[src/include/interval_timer_map.svh]
// Offsets, field positions, reset values and timing counts of the interval timer
`ifndef INTERVAL_TIMER_MAP_SVH
`define INTERVAL_TIMER_MAP_SVH

// Countdown width and prescale
`define ITMR_CNT_W 14
`define ITMR_DIV 64
`define ITMR_NOMINAL_HZ 3000000
`define ITMR_CLK_HZ 100000000

// Bit-serial select positions
`define ITMR_SEL_W 5
`define ITMR_SEL_MODE 5'h00
`define ITMR_SEL_INT_FIRST 5'h01
`define ITMR_SEL_INT_LAST 5'h0e
`define ITMR_SEL_CLR 5'h03
`define ITMR_SEL_TOP 5'h0f

// Avalon byte offsets
`define ITMR_AV_ADDR_W 4
`define ITMR_OFF_STATUS 4'h0
`define ITMR_OFF_MASK 4'h4
`define ITMR_OFF_STATE 4'h8

// Status and mask fields
`define ITMR_EVT_W 2
`define ITMR_EVT_EXPIRED 0
`define ITMR_EVT_STARTED 1

// State register fields
`define ITMR_ST_MODE 16
`define ITMR_ST_PEND 17
`define ITMR_ST_RUN 18

// Reset values
`define ITMR_RST_INTERVAL 14'h0000
`define ITMR_RST_LEVEL_MASK 15'h0000
`define ITMR_RST_EVT 2'h0
`define ITMR_RST_RDATA 32'h0000_0000

`endif

[src/include/interval_timer_pkg.sv]
// Types shared by the interval timer modules
`include "interval_timer_map.svh"
package interval_timer_pkg;

    typedef enum logic [0:0] {
        MODE_INTR  = 1'b0,
        MODE_CLOCK = 1'b1
    } mode_e;

    typedef logic [`ITMR_CNT_W-1:0] count_t;

endpackage : interval_timer_pkg

[src/include/countdown_if.sv]
// Carrier between the timer control and its countdown engine
`include "interval_timer_map.svh"
interface countdown_if;
    logic start;
    logic [`ITMR_CNT_W-1:0] load;
    logic [`ITMR_CNT_W-1:0] count;
    logic expired;
    logic running;

    modport ctrl (
        output start,
        output load,
        input count,
        input expired,
        input running
    );

    modport engine (
        input start,
        input load,
        output count,
        output expired,
        output running
    );
endinterface : countdown_if

[src/rtl/countdown_engine.sv]
// Prescaled down counter that reloads and flags each pass through zero
`include "interval_timer_map.svh"
module countdown_engine #(
    parameter int CNT_W = `ITMR_CNT_W,
    parameter int DIV = `ITMR_DIV
) (
    // Clock and reset
    input wire logic clk,
    input wire logic reset_n,
    // Control side
    countdown_if.engine cd
);
    localparam int PRE_W = $clog2(DIV);

    if (CNT_W != `ITMR_CNT_W || DIV < 2 || (1 << PRE_W) != DIV) begin : g_bad_param
        $error("countdown_engine: unsupported width or divider");
    end

    typedef struct packed {
        logic [PRE_W-1:0] presc;
        logic [CNT_W-1:0] count;
        logic [CNT_W-1:0] reload;
        logic running;
        logic expired;
    } eng_s;

    eng_s s_q;
    eng_s s_d;

    always_comb begin
        s_d = s_q;
        s_d.expired = 1'b0;
        if (cd.start) begin
            // Loading zero parks the counter rather than firing at once
            s_d.count = cd.load;
            s_d.reload = cd.load;
            s_d.presc = '0;
            s_d.running = (cd.load != '0);
        end else if (s_q.running) begin
            s_d.presc = s_q.presc + PRE_W'(1);
            if (s_q.presc == PRE_W'(DIV - 1)) begin
                if (s_q.count == CNT_W'(1)) begin
                    // Periodic: reload so software need not rearm every pass
                    s_d.count = s_q.reload;
                    s_d.expired = 1'b1;
                end else begin
                    s_d.count = s_q.count - CNT_W'(1);
                end
            end
        end
    end

    always_ff @(posedge clk) begin
        if (!reset_n) begin
            s_q <= '0;
        end else begin
            s_q <= s_d;
        end
    end

    assign cd.count = s_q.count;
    assign cd.expired = s_q.expired;
    assign cd.running = s_q.running;

endmodule : countdown_engine

[src/rtl/interval_timer.sv]
// Interval timer with bit-serial host port, interrupt level 3 and Avalon status
//
// Function
// - First bit one on select 0 enters clock mode
// - Zero written to select 0 restores interrupt mode
// - Clock mode bits 1..14 load interval
// - Only writing bit 14 starts countdown
// - Count decrements once every 64 clocks
// - Full 14-bit interval counts 16383 steps
// - Reaching zero raises level 3 request when mask bit 3 is set
// - One on select 3 in interrupt mode clears pending interrupt
// - Clock mode reads of bits 1..14 return captured count
`include "interval_timer_map.svh"
module interval_timer #(
    parameter int CNT_W = `ITMR_CNT_W,
    parameter int DIV = `ITMR_DIV
) (
    // Clock and reset
    input wire logic clk,
    input wire logic reset_n,
    // Bit-serial I/O bus
    input wire logic [`ITMR_SEL_W-1:0] io_sel,
    input wire logic io_wr,
    input wire logic io_wdata,
    output logic io_rdata_q,
    // Interrupt request to the processor
    output logic int_level3_q,
    // Avalon-MM slave
    input wire logic [`ITMR_AV_ADDR_W-1:0] address,
    input wire logic read,
    input wire logic write,
    input wire logic [31:0] writedata,
    output logic [31:0] readdata,
    output logic waitrequest,
    // Event interrupt
    output logic irq_q
);
    if (CNT_W != `ITMR_CNT_W) begin : g_bad_width
        $error("interval_timer: counter width must match select map");
    end

    typedef struct packed {
        interval_timer_pkg::mode_e mode;
        logic [CNT_W-1:0] interval;
        logic [15:1] level_mask;
        logic pend;
        logic [CNT_W-1:0] capture;
        logic io_rdata;
        logic int3;
        logic start;
        logic [`ITMR_EVT_W-1:0] evt;
        logic [`ITMR_EVT_W-1:0] evt_mask;
        logic waitreq;
        logic [31:0] rdata;
        logic irq;
    } top_s;

    top_s s_q;
    top_s s_d;

    countdown_if cd ();

    countdown_engine #(
        .CNT_W(CNT_W),
        .DIV(DIV)
    ) u_engine (
        .clk(clk),
        .reset_n(reset_n),
        .cd(cd)
    );

    // Start is a registered pulse, so the load value is the stored interval
    assign cd.start = s_q.start;
    assign cd.load = s_q.interval;

    logic sel_is_mode;
    logic sel_in_interval;
    logic sel_in_mask;
    logic [3:0] sel_idx;
    logic av_take;
    logic av_first;
    logic [`ITMR_EVT_W-1:0] evt_set;
    logic [31:0] state_word;

    always_comb begin
        sel_is_mode = (io_sel == `ITMR_SEL_MODE);
        sel_in_interval = (io_sel >= `ITMR_SEL_INT_FIRST) && (io_sel <= `ITMR_SEL_INT_LAST);
        sel_in_mask = (io_sel >= `ITMR_SEL_INT_FIRST) && (io_sel <= `ITMR_SEL_TOP);
        sel_idx = io_sel[3:0];
        // A request is taken on the edge where waitrequest is already low
        av_take = (read || write) && !s_q.waitreq;
        av_first = (read || write) && s_q.waitreq;
        state_word = '0;
        state_word[CNT_W-1:0] = cd.count;
        state_word[`ITMR_ST_MODE] = s_q.mode;
        state_word[`ITMR_ST_PEND] = s_q.pend;
        state_word[`ITMR_ST_RUN] = cd.running;
    end

    always_comb begin
        s_d = s_q;
        s_d.start = 1'b0;
        evt_set = '0;

        // Serial writes
        if (io_wr) begin
            if (sel_is_mode) begin
                if (io_wdata) begin
                    s_d.mode = interval_timer_pkg::MODE_CLOCK;
                end else begin
                    s_d.mode = interval_timer_pkg::MODE_INTR;
                end
            end else if (s_q.mode == interval_timer_pkg::MODE_CLOCK) begin
                if (sel_in_interval) begin
                    s_d.interval[sel_idx - 4'h1] = io_wdata;
                    if (io_sel == `ITMR_SEL_INT_LAST) begin
                        s_d.start = 1'b1;
                    end
                end
            end else if (sel_in_mask) begin
                // Interrupt mode: selects 1..15 are the level masks
                s_d.level_mask[sel_idx] = io_wdata;
                if (io_sel == `ITMR_SEL_CLR && io_wdata) begin
                    s_d.pend = 1'b0;
                end
            end
        end

        // Expiry after the clear, so a coincident expiry is not lost
        if (cd.expired) begin
            s_d.pend = 1'b1;
        end
        s_d.int3 = s_d.pend && s_d.level_mask[3];

        // Snapshot runs while in interrupt mode and freezes on entry to clock mode
        if (s_q.mode == interval_timer_pkg::MODE_INTR) begin
            s_d.capture = cd.count;
        end

        // Serial read data, one cycle after the select
        if (sel_is_mode) begin
            s_d.io_rdata = s_q.mode;
        end else if (s_q.mode == interval_timer_pkg::MODE_CLOCK && sel_in_interval) begin
            s_d.io_rdata = s_q.capture[sel_idx - 4'h1];
        end else if (s_q.mode == interval_timer_pkg::MODE_CLOCK && io_sel == `ITMR_SEL_TOP) begin
            s_d.io_rdata = s_q.pend;
        end else if (sel_in_mask) begin
            s_d.io_rdata = s_q.level_mask[sel_idx];
        end else begin
            s_d.io_rdata = 1'b0;
        end

        // Avalon handshake: one wait cycle, then the accepting cycle
        s_d.waitreq = !av_first;
        if (av_first && read) begin
            unique case (address)
                `ITMR_OFF_STATUS: s_d.rdata = {{(32-`ITMR_EVT_W){1'b0}}, s_q.evt};
                `ITMR_OFF_MASK: s_d.rdata = {{(32-`ITMR_EVT_W){1'b0}}, s_q.evt_mask};
                `ITMR_OFF_STATE: s_d.rdata = state_word;
                default: s_d.rdata = '0;
            endcase
        end
        if (av_take && read && address == `ITMR_OFF_STATUS) begin
            // Clear only what the read returned; an event after the load survives
            s_d.evt = s_q.evt & ~s_q.rdata[`ITMR_EVT_W-1:0];
        end
        if (av_take && write && address == `ITMR_OFF_MASK) begin
            s_d.evt_mask = writedata[`ITMR_EVT_W-1:0];
        end

        // Sticky events; a set in the clearing cycle wins
        evt_set[`ITMR_EVT_EXPIRED] = cd.expired;
        evt_set[`ITMR_EVT_STARTED] = s_q.start;
        s_d.evt = s_d.evt | evt_set;
        s_d.irq = |(s_d.evt & s_d.evt_mask);
    end

    always_ff @(posedge clk) begin
        if (!reset_n) begin
            s_q <= '0;
            s_q.mode <= interval_timer_pkg::MODE_INTR;
            s_q.interval <= `ITMR_RST_INTERVAL;
            s_q.level_mask <= `ITMR_RST_LEVEL_MASK;
            s_q.evt <= `ITMR_RST_EVT;
            s_q.evt_mask <= `ITMR_RST_EVT;
            s_q.rdata <= `ITMR_RST_RDATA;
            s_q.waitreq <= 1'b1;
        end else begin
            s_q <= s_d;
        end
    end

    assign io_rdata_q = s_q.io_rdata;
    assign int_level3_q = s_q.int3;
    assign readdata = s_q.rdata;
    assign waitrequest = s_q.waitreq;
    assign irq_q = s_q.irq;

endmodule : interval_timer
[config.mk]
export PLATFORM = sky130hd
export DESIGN_NAME = interval_timer
export DESIGN_NICKNAME = d
export VERILOG_FILES = /design/src/include/interval_timer_pkg.sv /design/src/include/countdown_if.sv /design/src/rtl/countdown_engine.sv /design/src/rtl/interval_timer.sv
export VERILOG_INCLUDE_DIRS = /design/src /design/src/include
export SDC_FILE = /design/constraint.sdc
export NUM_CORES = 1
export LEC_CHECK = 0
export ABC_AREA = 1
export BUFFER_PORTS_ARGS = -buffer_cell sky130_fd_sc_hd__buf_2
export CAP_MARGIN = 25
export CORE_MARGIN = 5
export CORE_UTILIZATION = 59
export CTS_CLUSTER_DIAMETER = 150
export DETAILED_ROUTE_END_ITERATION = 6
export PLACE_DENSITY = 0.79
export SYNTH_ARGS = -nofsm -noshare
export SYNTH_HDL_FRONTEND = slang
export SYNTH_SLANG_ARGS = --single-unit
[constraint.sdc]
create_clock -name clk -period 5.2 [get_ports clk]
set_input_delay 1.3 -clock clk [delete_from_list [all_inputs] [get_ports clk]]
set_output_delay 1.3 -clock clk [all_outputs]
set_load 0.02 [all_outputs]
==> impl_metrics.toml, run 1 <==
[setup_path]
crit_chain = "buf_2 -> inv_2 -> ha_1 -> inv_1 -> a21oi_2 -> nand2_1 -> inv_2 -> nand3_4 -> nor2_1 -> o21ai_0 -> a21oi_1"
worstSetupPathType = "in -> reg"
critPathMaxFanout = 25
cpMostUsedCell = "inv_2"
r2r_slack_ns = 2.88
cp.required_ns = 5.50
crit_path_start_kind = "primary input"
slowest_stage = "ha_1"
reg2reg_to = "cd.load[13]$_SDFFE_PN0P_"
r2r-start = "s_q[85]$_SDFFE_PN0P_"
worstRegToRegCells = 10
cp_data_arrival_time_ns = 3.48
cp_num_buf_inv = 4
critPathTopFamily = "buffers and inverters"
crit_path_max_incr_delay_ns = 0.30
endpoint_kind = "register"

[placement]
numPortBuffers = 37
place_hpwl_um = 8830
routabilityCongestion = 0.885

[grt]
grt-ovfl-total = 0
antenna_found_initial = 0
grt_usage_pct = 22.2
grt_first_pass_wirelength_um = 20900
grt_pass1_vias = 4494
grt_max_degree = 65

[synth]
ys_async_sr_fraction_pct = 0
yosys-top-cells-area = "dfxtp_1, nand2_1, a21oi_1"
synth-seq-cells = 107
synth.top_cell.area_share_pct = 39.1
avgSynthCellArea_um2 = 7.18
synth_cells = 763
yosysUniqueCellTypes = 42
ys.flop_type = "dfxtp_1"
synth.largest_area_cell = "dfxtp_1"
ys_seq_area_share_pct = 39.1
syn_area_um2 = 5480
synth_commonest_cells = "nand2_1, dfxtp_1, a21oi_1"
synth_edf_count = 0
yosys_warnings = 0
synth.most_common_cell = "nand2_1"

[routing]
drt_first_pass_iters = 5
wl_um = 12300
drc = 0
via_count = 4874
drtIter0Drc = 307
drtAntennaViolNets = 0
wl_per_cell_um = 14.0
avgViaCountPerCell = 5.53

[timing]
setup_viol = 0
fin_crit_ns = 3.18
setup_tns_ns = 0
fin_skew_ns = 0.0144
hold_viol = 0
grt_setup_unrepaired = "no"
slew_violations = 0
period_share_pct = 61.2
tightest_slew_ns = 0.779
slew_headroom_pct = 47.9
max_freq_mhz = 314

[cells_and_area]
antenna_cells = 0
fin_nets = 820
drive_above_1_share_pct = 14.0
final_util_pct = 61.9
area_growth_pct = 3.36

[min_path]
hold_depth = 2
hold_end = "u_engine.s_q[11]$_SDFFE_PN0P_"
hold_start = "u_engine.s_q[11]$_SDFFE_PN0P_"
min_path_type = "reg -> reg"

[cts]
clk_pin_slew_ns = 0.10
h-tree-depth = 3
clock-root-buffer = "clkbuf_8"
cts_buffers = 9
cts_setup_buffers = 0
cts_resized = 0
clk-insertion-delay-late_ns = 0.38
cts_hold_buf = 0
cts_tree = "yes"
clockBufferDepth = 2
cts.sinks = 107

[floorplan]
io_pins = 83
start_util_pct = 59.9
die_y_um = 106
die_area_um2 = 11300
rows = 35
die_w_um = 106
core_um2 = 9150

[power_and_ir_drop]
leakagePower_nw = 2.24
p_per_area_nw_per_um2 = 252
vdd_drop_max_v = 0.000152

[run_status]
status = "finished, final reports clean"

[job]
maxCapViolCount = 0
worst min-delay path, delay by kind of cell, from the launching register on:
kind / cells / cell delay [ns]
flip-flops: 1 / 0.32
AO/OA/AOI/OAI: 1 / 0.05
AND/OR/NAND/NOR: 1 / 0.06
power breakdown:
| group | internal [mW] | total (mW) | switching [mW] | leakage, nW |
|---|---|---|---|---|
| combinational | 0.0279 | 0.118 | 0.0898 | 1.28 |
| clock | 0.182 | 0.486 | 0.304 | 0.0932 |
| sequential | 0.822 | 0.824 | 0.00187 | 0.862 |
final cells by class:
class,instances,area [µm²]
Clock inverter,7,60.1
Inverter,68,258
Fill cell,847,3490
Tap cell,111,139
Sequential cell,107,2140
Clock buffer,9,124
Multi-Input combinational cell,541,2750
Timing Repair Buffer,38,193
state kept, by name, summed over array words and instances, names as in the netlist, 14 cells and up:
| register | cells |
|---|---|
| s_q | 35 |
| u_engine.s_q | 20 |
| readdata | 17 |
| cd.load | 14 |
| u_engine.cd.count | 14 |
logic make-up (layout without fill, tap and decap cells):
kind of cell    Yosys count  count (layout)  synth area share (%)
simple gates            349             349                  30.2
compound gates          164             164                  16.1
buf+inv                 129             122                  11.7
flops                   107             107                  39.1
fa+ha+maj                 8               8                  1.83
xor+xnor                  4               4                 0.776
other cells               1              15                0.0684
mux                       1               1                 0.183
placed cells by master, fill, tap and decap left out, types with 2 or more instances in the layout:
master,instances
nand2_1,190
dfxtp_1,107
a21oi_1,83
nand3_1,59
inv_1,51
nor2_1,46
buf_2,37
o21ai_0,36
inv_2,15
conb_1,15
o21ai_1,14
nor2_4,14
o211ai_1,13
nor3_1,10
nor2_2,9
clkbuf_8,9
a31oi_1,8
ha_1,8
nor4_1,5
o22ai_1,5
xor2_1,3
nand4_1,3
or2_2,3
inv_6,3
nand2_2,2
nor2_8,2
nand3_4,2
clkinv_2,2
how the worst max path moves through the flow:
stage	startpoint	endpoint	slack [ns]	cells after the start
after floorplan	io_sel[0]	cd.load[0]$_SDFFE_PN0P_	2.57	11
after global placement	io_sel[0]	cd.load[12]$_SDFFE_PN0P_	1.83	11
after detailed placement	io_sel[0]	cd.load[13]$_SDFFE_PN0P_	1.71	11
after CTS	io_sel[0]	cd.load[13]$_SDFFE_PN0P_	2.06	11
after global routing	io_sel[0]	cd.load[13]$_SDFFE_PN0P_	1.88	11
final	io_sel[0]	cd.load[13]$_SDFFE_PN0P_	2.02	11
layer usage:
layer  share of wire (%)  vias up  track usage [%]
met1                  46     2231             29.8
met4                 1.3        0             6.29
met5                   0        -                0
met2                  48      152             37.4
li1                    -     2471                -
met3                 5.5       20             2.85
per-stage QoR:
stage	worst slack (ns)	std cells	hold WS (ns)	instance area [µm²]	power, mW
after global routing	1.88	881	0.490	5660	1.48
after floorplan	2.57	777	0.429	5530	0.937
after global placement	1.83	865	0.446	5480	0.955
after detailed placement	1.71	865	0.452	5480	0.958
after CTS	2.06	881	0.469	5660	1.43
final	2.02	881	0.466	5660	1.43
No activity file was read; power rests on OpenSTA's default activity.
==> run 2: changes to the inputs <==
Settings changed: CORE_UTILIZATION 59 to 52, PLACE_DENSITY 0.79 to 0.74.
Clock period 5.2 ns to 2.6 ns, I/O delays scaled along.
==> impl_metrics.toml, run 2 (synthesis gave the netlist of run 1 again) <==
[floorplan]
io_pins = 83
die_w_um = 113
die_area_um2 = 12700
start_util_pct = 53.1
rows = 37
core_um2 = 10300
die_y_um = 113

[cts]
cts.sinks = 107
clock-root-buffer = "clkbuf_8"
h-tree-depth = 3
clk_pin_slew_ns = 0.13
cts_hold_buf = 0
cts_tree = "yes"
cts_resized = 0
clk-insertion-delay-late_ns = 0.39
cts_buffers = 9
cts_setup_buffers = 0
clockBufferDepth = 2

[routing]
drt_first_pass_iters = 5
avgViaCountPerCell = 5.37
drc = 0
drtAntennaViolNets = 0
drtIter0Drc = 401
wl_per_cell_um = 14.0
wl_um = 12800
via_count = 4927

[power_and_ir_drop]
switchingPower_mw = 0.855
combPwrFrac_pct = 8.2
pwr-share-seq_pct = 55.8
leakagePower_nw = 2.31
p_per_area_nw_per_um2 = 508
intPower_mw = 2.10
total_power_mw = 2.95
p_clk_share_pct = 35.9
vdd_drop_max_v = 0.000320
p_sw_share_pct = 29.0

[cells_and_area]
drive_above_1_share_pct = 15.2
area_growth_pct = 6.14
final_common_cell = "nand2_1"
layout_common_cells = "nand2_1, dfxtp_1, a21oi_1"
fin_nets = 831
regMostFlops = "s_q"
final_util_pct = 56.3
antenna_cells = 0
largest_reg_flops = 35

[grt]
grt_usage_pct = 20.7
grt-ovfl-total = 0
antenna_found_initial = 0
grt_first_pass_wirelength_um = 21900
grt_pass1_vias = 4647
grt_max_degree = 65

[timing]
tightest_slew_ns = 0.690
hold_viol = 0
slew_headroom_pct = 53.9
slew_violations = 0
fin_crit_ns = 2.34
setup_tns_ns = 0
fin_ws_ns = 0.261
period_share_pct = 89.9
max_freq_mhz = 428
fin_skew_ns = 0.0262
setup_viol = 0
grt_setup_unrepaired = "no"

[job]
maxCapViolCount = 0

[setup_path]
worstRegToRegCells = 10
slowest_stage = "dfxtp_1"
endpoint_kind = "register"
cpMostUsedCell = "inv_2"
crit_path_start_kind = "register"
cp.required_ns = 2.91
critPathMaxFanout = 18
cp_data_arrival_time_ns = 2.65
crit_chain = "inv_4 -> nor2_8 -> inv_2 -> a21oi_2 -> nand2_1 -> inv_2 -> nand3_4 -> nor2_1 -> o21ai_0 -> a21oi_1"
crit_path_max_incr_delay_ns = 0.79
worstSetupPathType = "reg -> reg"

[min_path]
hold_depth = 2
min_path_type = "reg -> reg"

[placement]
routabilityCongestion = 0.867
post-place-ws_ns = 0.0999
numPortBuffers = 37
place_hpwl_um = 9270

[run_status]
status = "finished, final reports clean"
==> run 2: area by class of cell <==
cell class	count	area [µm²]
multi-input cells	541	2750
clock buffers	9	124
repair buffers	49	288
fillers	945	4510
well taps	136	170
clock inverters	7	86.3
flip-flops and latches	107	2140
inverters	68	258
==> run 2: power groups by stage <==
stage	clock network [mW]	registers [mW]	logic, mW
after global placement	0	1.69	0.235
after detailed placement	0	1.69	0.240
final	1.06	1.65	0.243
after floorplan	0	1.69	0.187
after global routing	1.14	1.65	0.269
after CTS	1.07	1.65	0.241
==> run 2: worst max-delay path: cells and delay by family, from the launching register on <==
| kind | cells | cell delay, ns |
|---|---|---|
| buffers and inverters | 3 | 0.34 |
| AO/OA/AOI/OAI | 3 | 0.37 |
| flip-flops | 1 | 0.79 |
| AND/OR/NAND/NOR | 4 | 0.74 |
==> run 2: path summary, 6_finish.rpt <==
kind | startpoint | endpoint | slack [ns]
worst min-delay path | s_q[66]$_SDFFE_PN0P_ | s_q[66]$_SDFFE_PN0P_ | 0.47
worst min register to register | s_q[66]$_SDFFE_PN0P_ | s_q[66]$_SDFFE_PN0P_ | 0.47
worst max register to register | s_q[85]$_SDFFE_PN0P_ | cd.load[12]$_SDFFE_PN0P_ | 0.26
worst max-delay path | s_q[85]$_SDFFE_PN0P_ | cd.load[12]$_SDFFE_PN0P_ | 0.26
==> run 2: layer usage <==
layer / vias to the layer above / share of wire [%] / GRT usage [%]
met3: 17 / 5.6 / 3.07
met5: - / 0 / 0
met4: 0 / 1.6 / 7.13
li1: 2489 / - / -
met2: 153 / 48 / 33.7
met1: 2268 / 45 / 28.0
==> run 2: metrics by stage <==
step	instance area, µm²	std cells	hold slack (ns)
finish	5820	917	0.467
global route	5820	917	0.486
CTS	5820	917	0.468
detailed placement	5610	901	0.450
global placement	5610	901	0.445
floorplan	5530	777	0.429
==> run 3: changes to the inputs <==
Settings changed: CORE_MARGIN 5 to unset.
==> impl_metrics.toml, run 3 (synthesis gave the netlist of run 1 again) <==
[run_status]
status = "finished, violations left"
violations = "design-rule violations"

[power_and_ir_drop]
switchingPower_mw = 0.832
p_sw_share_pct = 28.5
combPwrFrac_pct = 8.3
total_power_mw = 2.92
intPower_mw = 2.09
vdd_drop_max_v = 0.000261
leakagePower_nw = 2.32
p_per_area_nw_per_um2 = 501
p_clk_share_pct = 35.3
pwr-share-seq_pct = 56.4

[setup_path]
worstSetupPathType = "in -> reg"
critPathMaxFanout = 12
crit_path_start_kind = "primary input"
endpoint_kind = "register"
worstRegToRegCells = 10
cp.required_ns = 2.91
cp_data_arrival_time_ns = 2.31

[min_path]
min_path_type = "reg -> reg"
hold_depth = 2

[placement]
place_hpwl_um = 9030
numPortBuffers = 37
dp.cells = 904
routabilityCongestion = 0.884

[routing]
drc = 2
drtAntennaViolNets = 0
via_count = 4884
wl_um = 12300
wl_per_cell_um = 13.4
drtIter0Drc = 262
avgViaCountPerCell = 5.31
drt_first_pass_iters = 7

[cells_and_area]
stdcell_count = 920
drive_above_1_share_pct = 15.6
final_common_cell = "nand2_1"
antenna_cells = 0
final_util_pct = 56.7
area_growth_pct = 6.42
layout_common_cells = "nand2_1, dfxtp_1, a21oi_1"
largest_reg_flops = 35
fillers = 1018
regMostFlops = "s_q"
fin_nets = 834

[floorplan]
die_area_um2 = 11000
rows = 37
core_um2 = 10300
start_util_pct = 53.3
io_pins = 83
die_w_um = 105
die_y_um = 105

[cts]
cts_hold_buf = 0
clockBufferDepth = 2
cts_setup_buffers = 0
cts_tree = "yes"
cts_resized = 0
h-tree-depth = 3
cts.sinks = 107
clock-root-buffer = "clkbuf_8"
clk-insertion-delay-late_ns = 0.38
cts_buffers = 9
clk_pin_slew_ns = 0.11

[timing]
slew_headroom_pct = 55.0
setup_tns_ns = 0
grt_setup_unrepaired = "no"
tightest_slew_ns = 0.675
fin_crit_ns = 2.01
fin_skew_ns = 0.0134
period_share_pct = 77.1
setup_viol = 0
slew_violations = 0
max_freq_mhz = 499
hold_viol = 0

[job]
maxCapViolCount = 0

[grt]
grt_pass1_vias = 4563
antenna_found_initial = 0
grt_max_degree = 65
grt_usage_pct = 23.7
grt-ovfl-total = 0
grt_first_pass_wirelength_um = 21200
## run 3: cell types whose count changed in the layout (fill, tap and decap cells not counted), sizes merged
cell / previous run / this run
buf: 49 / 52
## run 3: through the flow
stage               hold WS (ns)  instance area [µm²]  setup WS (ns)
finish                     0.467                 5830          0.595
detailed placement         0.452                 5630          0.239
floorplan                  0.429                 5530          0.620
CTS                        0.469                 5830          0.609
global route               0.484                 5830          0.453
global placement           0.443                 5630          0.260
## run 3: final cells by class
| type | instances | area [µm²] | share of cell area (%) |
|---|---|---|---|
| multi-input combinational | 541 | 2750 | 47.1 |
| clock buffer | 9 | 124 | 2.12 |
| tap | 136 | 170 | 2.92 |
| sequential | 107 | 2140 | 36.7 |
| timing repair buffer | 52 | 310 | 5.32 |
| inverter | 68 | 258 | 4.42 |
| clock inverter | 7 | 78.8 | 1.35 |
## run 3: final timing paths
kind,startpoint,endpoint,slack (ns)
setup / recovery,io_sel[0],cd.load[8]$_SDFFE_PN0P_,0.59
hold / removal,readdata[10]$_SDFFE_PN0P_,readdata[10]$_SDFFE_PN0P_,0.47
setup reg to reg,u_engine.s_q[30]$_SDFFE_PP0P_,u_engine.cd.count[1]$_SDFFE_PN0P_,0.66
hold reg to reg,readdata[10]$_SDFFE_PN0P_,readdata[10]$_SDFFE_PN0P_,0.47
## run 3: worst max-delay path, stage by stage
cell and delay [ns]:
buf_2 0.17, inv_2 0.13, ha_1 0.27, inv_1 0.10, a21oi_2 0.13, nand2_1 0.09
inv_2 0.09, nand3_4 0.20, buf_12 0.22, nor2_4 0.08, o21ai_1 0.06, a21oi_1 0.12
## run 3: metal layers
layer	part of all wire (%)	vias up	track usage [%]
li1	-	2494	-
met1	46	2214	31.6
met2	47	150	39.0
met3	4.9	26	3.12
met4	2.3	0	9.05
met5	0	-	0
## run 3: power groups by stage
stage | Combinational [mW] | Sequential (mW) | Clock [mW]
after floorplan | 0.187 | 1.69 | 0
after global placement | 0.236 | 1.68 | 0
after detailed placement | 0.240 | 1.68 | 0
after CTS | 0.241 | 1.65 | 1.05
after global routing | 0.270 | 1.65 | 1.11
final | 0.243 | 1.65 | 1.03
